[src/rtl/ssw_defines.vh]
// timing constants, output option codes and state codes for the supply supervisor
`ifndef SSW_DEFINES_VH
`define SSW_DEFINES_VH

// clock rate
`define SSW_CLK_HZ 125000000
// time base tick of 1 us, 125 cycles of the 125 MHz clock
`define SSW_TICK_US 1
`define SSW_TICK_CYC 7'h7D
`define SSW_TICK_W 7

// reset period 200 ms, in microsecond ticks
`define SSW_RESET_MS 200
`define SSW_RESET_TICKS 21'h030D40
// least manual reset pulse 140 ms, in microsecond ticks
`define SSW_MANUAL_MIN_MS 140
`define SSW_MANUAL_MIN_TICKS 21'h0222E0
// watchdog timeout 1600 ms, in microsecond ticks
`define SSW_WDOG_MS 1600
`define SSW_WDOG_TICKS 21'h186A00
`define SSW_CNT_W 21

// reset output option
`define SSW_OPT_HIGH 2'h0
`define SSW_OPT_LOW 2'h1
`define SSW_OPT_BOTH 2'h2

// reset sequencer states
`define SSW_ST_HOLD 2'h0
`define SSW_ST_DELAY 2'h1
`define SSW_ST_RUN 2'h2

`endif

[src/rtl/ssw_supervisor.v]
// supply supervisor: power-on and brownout reset, manual reset, watchdog (not in the SSW_OPT_BOTH build), power-fail flag
`timescale 1ns/1ps
`default_nettype none
`include "ssw_defines.vh"

module ssw_supervisor
#(
    parameter [1:0] RESET_OPTION = `SSW_OPT_LOW,
    parameter [20:0] RESET_TICKS = `SSW_RESET_TICKS,
    parameter [20:0] WDOG_TICKS = `SSW_WDOG_TICKS
)
(
    input wire MCLK,
    input wire RST,
    input wire SUPPLY_LOW,
    input wire MANUAL_RESET_REQUEST_N,
    input wire ACTIVITY_KICK_IN,
    input wire ACTIVITY_KICK_DRIVEN,
    input wire POWERFAIL_SENSE_IN,
    output reg RESET_OUT,
    output reg RESET_OUT_N,
    output reg TIMEOUT_FLAG_N,
    output reg POWERFAIL_FLAG_N
);

    ////////////////////////////////////////////////////////////////////////////

    localparam [6:0] TICK_LAST = `SSW_TICK_CYC - 7'h01;
    localparam HAS_WDOG = (RESET_OPTION != `SSW_OPT_BOTH);

    reg [6:0] prescale;
    reg tick;
    reg [1:0] state;
    reg [1:0] next_state;
    reg manual_prev;
    reg kick_prev;
    reg kick_valid;
    reg wdog_armed;
    reg wdog_fired;
    reg reset_level;
    wire manual_fall;
    wire kick_edge;
    wire reset_load;
    wire reset_expired;
    wire wdog_clear;
    wire wdog_load;
    wire wdog_expired;
    wire [20:0] reset_count;
    wire [20:0] wdog_count;
    wire wdog_timeout;

    ////////////////////////////////////////////////////////////////////////////
    // shared decoding

    // the timer rests at zero when idle, so only an armed zero is a timeout
    function timeout_due;
        input armed;
        input cleared;
        input expired;
        input reloading;
        begin
            timeout_due = armed && !cleared && expired && !reloading;
        end
    endfunction

    // drive level of one reset pin for the build option; an unused pin is parked inactive
    function reset_pin;
        input [1:0] option;
        input active_high;
        input level;
        begin
            if (active_high)
            begin
                reset_pin = (option == `SSW_OPT_LOW) ? 1'b0 : level;
            end
            else
            begin
                reset_pin = (option == `SSW_OPT_HIGH) ? 1'b1 : !level;
            end
        end
    endfunction

    ////////////////////////////////////////////////////////////////////////////
    // free-running microsecond time base

    always @(posedge MCLK or posedge RST)
    begin
        if (RST)
        begin
            prescale <= 7'h00;
        end
        else if (prescale == TICK_LAST)
        begin
            prescale <= 7'h00;
        end
        else
        begin
            prescale <= prescale + 7'h01;
        end
    end

    // one-cycle enable: the timers stay on the single clock, no derived clock
    always @(posedge MCLK or posedge RST)
    begin
        if (RST)
        begin
            tick <= 1'b0;
        end
        else
        begin
            tick <= (prescale == TICK_LAST);
        end
    end

    ////////////////////////////////////////////////////////////////////////////
    // reset sequencer

    assign manual_fall = manual_prev && !MANUAL_RESET_REQUEST_N;
    // a request held low keeps reloading, so a bouncing switch yields one long pulse
    assign reset_load = SUPPLY_LOW || !MANUAL_RESET_REQUEST_N || manual_fall;

    ssw_timer u_reset_timer
    (
        .clk(MCLK),
        .rst(RST),
        .tick(tick),
        .clear(1'b0),
        .load(reset_load),
        .load_value(RESET_TICKS),
        .count(reset_count),
        .expired(reset_expired)
    );

    always @*
    begin
        next_state = state;
        case (state)
            `SSW_ST_HOLD:
            begin
                if (!reset_load)
                begin
                    next_state = `SSW_ST_DELAY;
                end
            end
            `SSW_ST_DELAY:
            begin
                if (reset_load)
                begin
                    next_state = `SSW_ST_HOLD;
                end
                else if (reset_expired)
                begin
                    next_state = `SSW_ST_RUN;
                end
            end
            `SSW_ST_RUN:
            begin
                if (reset_load)
                begin
                    next_state = `SSW_ST_HOLD;
                end
            end
            default:
            begin
                next_state = `SSW_ST_HOLD;
            end
        endcase
    end

    always @(posedge MCLK or posedge RST)
    begin
        if (RST)
        begin
            state <= `SSW_ST_HOLD;
            manual_prev <= 1'b1;
        end
        else
        begin
            state <= next_state;
            manual_prev <= MANUAL_RESET_REQUEST_N;
        end
    end

    // brownout and manual request act at once, not a cycle later
    always @*
    begin
        reset_level = (state != `SSW_ST_RUN) || reset_load;
    end

    ////////////////////////////////////////////////////////////////////////////
    // watchdog

    // an undriven input has no meaningful level, so edges are only taken while driven
    assign kick_edge = ACTIVITY_KICK_DRIVEN && kick_valid && (ACTIVITY_KICK_IN != kick_prev);
    assign wdog_clear = !HAS_WDOG || reset_level || !ACTIVITY_KICK_DRIVEN;
    assign wdog_load = kick_edge;

    ssw_timer u_wdog_timer
    (
        .clk(MCLK),
        .rst(RST),
        .tick(tick),
        .clear(wdog_clear),
        .load(wdog_load),
        .load_value(WDOG_TICKS),
        .count(wdog_count),
        .expired(wdog_expired)
    );

    assign wdog_timeout = timeout_due(wdog_armed, wdog_clear, wdog_expired, wdog_load);

    always @(posedge MCLK or posedge RST)
    begin
        if (RST)
        begin
            kick_prev <= 1'b0;
            kick_valid <= 1'b0;
        end
        else
        begin
            kick_prev <= ACTIVITY_KICK_IN;
            kick_valid <= ACTIVITY_KICK_DRIVEN;
        end
    end

    always @(posedge MCLK or posedge RST)
    begin
        if (RST)
        begin
            wdog_armed <= 1'b0;
        end
        else if (wdog_clear)
        begin
            wdog_armed <= 1'b0;
        end
        else if (kick_edge)
        begin
            wdog_armed <= 1'b1;
        end
    end

    // an edge lifts the flag even while reset holds, so a kick after a forced reset frees it
    always @(posedge MCLK or posedge RST)
    begin
        if (RST)
        begin
            wdog_fired <= 1'b0;
        end
        else if (kick_edge || !HAS_WDOG)
        begin
            wdog_fired <= 1'b0;
        end
        else if (wdog_timeout)
        begin
            wdog_fired <= 1'b1;
        end
    end

    ////////////////////////////////////////////////////////////////////////////
    // registered outputs

    // one flop per pin; the build option also sets HAS_WDOG, which gates the timeout flag
    always @(posedge MCLK or posedge RST)
    begin
        if (RST)
        begin
            RESET_OUT <= (RESET_OPTION == `SSW_OPT_LOW) ? 1'b0 : 1'b1;
        end
        else
        begin
            RESET_OUT <= reset_pin(RESET_OPTION, 1'b1, reset_level);
        end
    end

    always @(posedge MCLK or posedge RST)
    begin
        if (RST)
        begin
            RESET_OUT_N <= (RESET_OPTION == `SSW_OPT_HIGH) ? 1'b1 : 1'b0;
        end
        else
        begin
            RESET_OUT_N <= reset_pin(RESET_OPTION, 1'b0, reset_level);
        end
    end

    // no release delay here: the flag follows the supply at once, unlike the reset pins
    always @(posedge MCLK or posedge RST)
    begin
        if (RST)
        begin
            TIMEOUT_FLAG_N <= 1'b0;
        end
        else
        begin
            TIMEOUT_FLAG_N <= !(SUPPLY_LOW ||
                (HAS_WDOG && (wdog_fired || wdog_timeout)));
        end
    end

    always @(posedge MCLK or posedge RST)
    begin
        if (RST)
        begin
            POWERFAIL_FLAG_N <= 1'b0;
        end
        else
        begin
            POWERFAIL_FLAG_N <= !POWERFAIL_SENSE_IN;
        end
    end

endmodule

`default_nettype wire

[src/rtl/ssw_timer.v]
// down counter with load and clear, stepped by the time base tick
`timescale 1ns/1ps
`default_nettype none

module ssw_timer
(
    input wire clk,
    input wire rst,
    input wire tick,
    input wire clear,
    input wire load,
    input wire [20:0] load_value,
    output reg [20:0] count,
    output wire expired
);

    assign expired = (count == 21'h000000);

    always @(posedge clk or posedge rst)
    begin
        if (rst)
        begin
            count <= 21'h000000;
        end
        else if (clear)
        begin
            count <= 21'h000000;
        end
        else if (load)
        begin
            count <= load_value;
        end
        else if (tick && count != 21'h000000)
        begin
            count <= count - 21'h000001;
        end
    end

endmodule

`default_nettype wire
[config.mk]
export PLATFORM = sky130hd
export DESIGN_NAME = ssw_supervisor
export DESIGN_NICKNAME = d
export VERILOG_FILES = /design/src/rtl/ssw_supervisor.v /design/src/rtl/ssw_timer.v
export VERILOG_INCLUDE_DIRS = /design/src /design/src/rtl
export SDC_FILE = /design/constraint.sdc
export NUM_CORES = 1
export LEC_CHECK = 0
export BUFFER_PORTS_ARGS = -buffer_cell sky130_fd_sc_hd__buf_2
export CAP_MARGIN = 20
export CORE_MARGIN = 3
export CORE_UTILIZATION = 29
export DETAILED_ROUTE_END_ITERATION = 6
export PLACE_DENSITY_LB_ADDON = 0.15
export SLEW_MARGIN = 20
export SYNTH_ARGS = -nofsm -noshare
export SYNTH_HDL_FRONTEND = slang
export SYNTH_SLANG_ARGS = --single-unit
[constraint.sdc]
create_clock -name MCLK -period 3.12 [get_ports MCLK]
set_input_delay 0.624 -clock MCLK [delete_from_list [all_inputs] [get_ports MCLK]]
set_output_delay 0.624 -clock MCLK [all_outputs]
set_load 0.1 [all_outputs]
==> flow_summary.ini <==
[sta]
max_freq_mhz = 401
grt_setup_unrepaired = false
slew_headroom = 0.440
finalCriticalPeriod_ps = 2490
report.final.hold_viol_count = 0
tns_ps = 0
fin_worst_skew_ps = 5.28
number_of_setup_violations_in_the_final_report = 0
post-route-period-util = 0.799
max_slew.worst_pin.slew_ps = 828
finalWorstSetupSlack_ps = 626
maxSlewViolCount = 0

[detailed_routing]
vias = 2210
routed_wire_length_per_instance_um = 13.4
via_per_inst = 4.83
drt-total-wl_mm = 6.15
residual_drc = 0
detail_route.first_pass.iterations = 4
detailedRoute.firstIterationViolations = 93
ant_nets = 0

[clocking]
clkSlewWorstSetupHoldPaths_ps = 70
cts-hold-fix-buffers = 0
clk_path_buf_depth = 2
cts.sinks = 59
cts_resized = 0
cts_htree_levels = 3
root_buffer = clkbuf_8
clock_latency_ps = 340
cts_made_buffers = 9
post_cts.repair.setup_buffers = 0
cts_tree = done

[setup_path]
levels_on_crit_path = 5
crit-reg2reg-launch = u_reset_timer.count[8]
timing_worst_setup_path_type = reg2reg
crit_path_top_delay_cell = nor4_1
path_max_fanout = 12
reg2regPathDepth = 5
critPathLaunch = u_reset_timer.count[8]
end_kind = flop
regToRegEndpoint = u_reset_timer.count[1]
critical_path.top_delay_family = simple AND/OR/NAND/NOR gates
critical_path_buf_inv_count = 0
cp_common_cell = o21ai_0
worst_setup_path_start_kind = flop
critical_path.cell_chain = nor4_1 > nand4_1 > o21ai_0 > o21ai_0 > a21oi_1
worst_path_arrival_time_ps = 2760
required_ps = 3380
worst_path_largest_cell_delay_ps = 690
worst_setup_path_endpoint = u_reset_timer.count[1]
regToRegSetupSlack_ps = 630

[global_route]
grt_start_max_net_pins = 26
grt_usage = 0.119
globalRouteOverflowTotal = 0
grt_pass1_vias = 2213
grt_first_pass_wirelength_mm = 10.9
antenna_found_initial = 0

[final_layout]
design.final.nets = 333
layout-drive-gt1-share = 0.135
num-fill-cells = 1008
final_core_utilization = 0.350
design_area_mm2 = 0.00349
area_delta_synth_final_pct = 15.4
num_antenna_cells = 0

[floorplanning]
core-area_mm2 = 0.00995
die_outline_area_mm2 = 0.0117
ioPinCount = 11
std_cell_rows = 36
die_h_um = 108
die_width_um = 108
initial_core_util = 0.304

[outcome]
outcome = finished, final reports clean

[place]
buffer_ports.inserted = 9
placedInstanceArea_mm2 = 0.00323
finalWeightedCongestion = 0.783
dp_worst_setup_slack_ps = 629
hpwl_mm = 4.26

[yosys]
yosys_register_bits = 59
fraction_of_registers_with_async_set_reset = 1.00
synth_top_flop_cell = dfrtp_1
synthesis.nets = 318
synthesis.area_per_instance_um2 = 9.91
synth_enable_flop_cells = 0
synth-seq-area-share = 0.489
synthCells = 305
synth_top_area_share = 0.489
summed_instance_area_of_the_synthesized_netlist_mm2 = 0.00302
ys_warn_count = 0
synthDominantAreaCellType = dfrtp_1
synth_cell_types = 49
netlist_top_cells_area = dfrtp_1 49%, xor2_1 7.8%, nor2_1 5.2%

[power]
worst_ir_drop_on_vdd_uv = 218
power_per_cell_area_mw_per_mm2 = 496
leakagePower_uw = 0.00140

[min_path]
holdCritPathClass = in2async

[job]
cap_violations = 0
[flip-flops by register name, indices dropped and copies added (netlist names)]
signal,count
prescale,7
wdog_fired,1
POWERFAIL_FLAG_N,1
TIMEOUT_FLAG_N,1
kick_valid,1
u_reset_timer.count,21
wdog_armed,1
state,2
kick_prev,1
RESET_OUT_N,1
tick,1
u_wdog_timer.count,21
[cell type report]
type,instances,area [um2],area share
clock buffers,12,165,0.0473
clock inverters,4,95.1,0.0273
inverters,10,37.5,0.0108
multi-input cells,225,1460,0.418
flip-flops and latches,59,1480,0.423
well taps,133,166,0.0477
repair buffers,15,90.1,0.0258
[cell usage in the layout, fill, tap and decap left out, types with 2 or more instances in the layout]
| master | instances |
|---|---|
| a2111oi_0 | 3 |
| a21boi_0 | 2 |
| a21oi_1 | 16 |
| and3_1 | 3 |
| buf_2 | 9 |
| buf_4 | 6 |
| bufinv_16 | 3 |
| clkbuf_8 | 12 |
| dfrtp_1 | 59 |
| ha_1 | 6 |
| inv_1 | 9 |
| nand2_1 | 20 |
| nand2b_1 | 2 |
| nand3_1 | 9 |
| nand3b_1 | 2 |
| nand4_1 | 6 |
| nand4b_1 | 6 |
| nor2_1 | 42 |
| nor2b_1 | 3 |
| nor3_1 | 11 |
| nor3b_1 | 2 |
| nor4_1 | 4 |
| nor4b_1 | 2 |
| nor4b_4 | 2 |
| o2111ai_1 | 2 |
| o211ai_1 | 3 |
| o21ai_0 | 11 |
| or2_2 | 3 |
| or3_1 | 5 |
| or4_1 | 5 |
| xnor2_1 | 10 |
| xor2_1 | 27 |
[report_power, final]
part | total, uW | switching (uW) | internal, uW | leakage, uW
combinational | 50.7 | 41.8 | 8.95 | 0.000504
clock | 909 | 314 | 595 | 0.000133
sequential | 769 | 1.23 | 768 | 0.000768
[stage by stage]
stage | hold WS [ps] | power (uW) | std cells
3_3_place_gp | 422 | 837 | 442
5_1_grt | 354 | 1800 | 458
4_1_cts | 337 | 1760 | 458
3_5_place_dp | 430 | 837 | 442
6_report | 324 | 1730 | 458
2_1_floorplan | 410 | 820 | 305
[worst min path at each step]
stage               start                       to  slack (ps)
2_1_floorplan  wdog_fired           TIMEOUT_FLAG_N         410
3_3_place_gp   wdog_fired           TIMEOUT_FLAG_N         420
3_5_place_dp   wdog_fired           TIMEOUT_FLAG_N         430
4_1_cts               RST  u_reset_timer.count[14]         340
5_1_grt               RST  u_reset_timer.count[14]         350
6_report              RST  u_reset_timer.count[14]         320
[worst register-to-register path: stages, from the launching register on]
cell,delay (ps)
dfrtp_1,420
nor4_1,690
nand4_1,540
o21ai_0,500
o21ai_0,120
a21oi_1,150
[logic make-up (layout without fill, tap and decap cells)]
kind of cell               after synthesis  after routing  share of synthesized area
buffers and inverters                   21             41                     0.0290
other                                    1              1                    0.00124
DFF                                     59             59                      0.489
xor gates and xnor gates                37             37                      0.107
adders and majority gates                6              6                     0.0248
AOI/OAI and AO/OA                       45             45                     0.0923
and+or+nand+nor                        136            136                      0.257
[routing by layer]
layer,GRT usage,share of wire,vias to the layer above
li1,-,-,1093
met1,0.158,0.50,1080
met2,0.178,0.45,30
met3,0.0436,0.035,7
met4,0.0433,0.012,0
met5,0,0,-
[synth_stat cells, types with 2 or more instances]
cell	n
clkbuf_1	8
nand2_1	20
a2111oi_0	3
nand4b_1	6
nor3_1	11
nor2b_1	3
inv_1	10
nor4b_1	2
a21boi_0	2
nand2b_1	2
nor3b_1	2
nand3_1	9
nand4_1	6
or3_1	5
o2111ai_1	2
nor2_1	42
ha_1	6
or4_1	5
o211ai_1	3
buf_4	2
xnor2_1	10
nor4b_4	2
o21ai_0	11
dfrtp_1	59
a21oi_1	16
nor4_1	4
xor2_1	27
and3_1	3
or2_2	3
nand3b_1	2
Power figures use the tool's default switching activity.
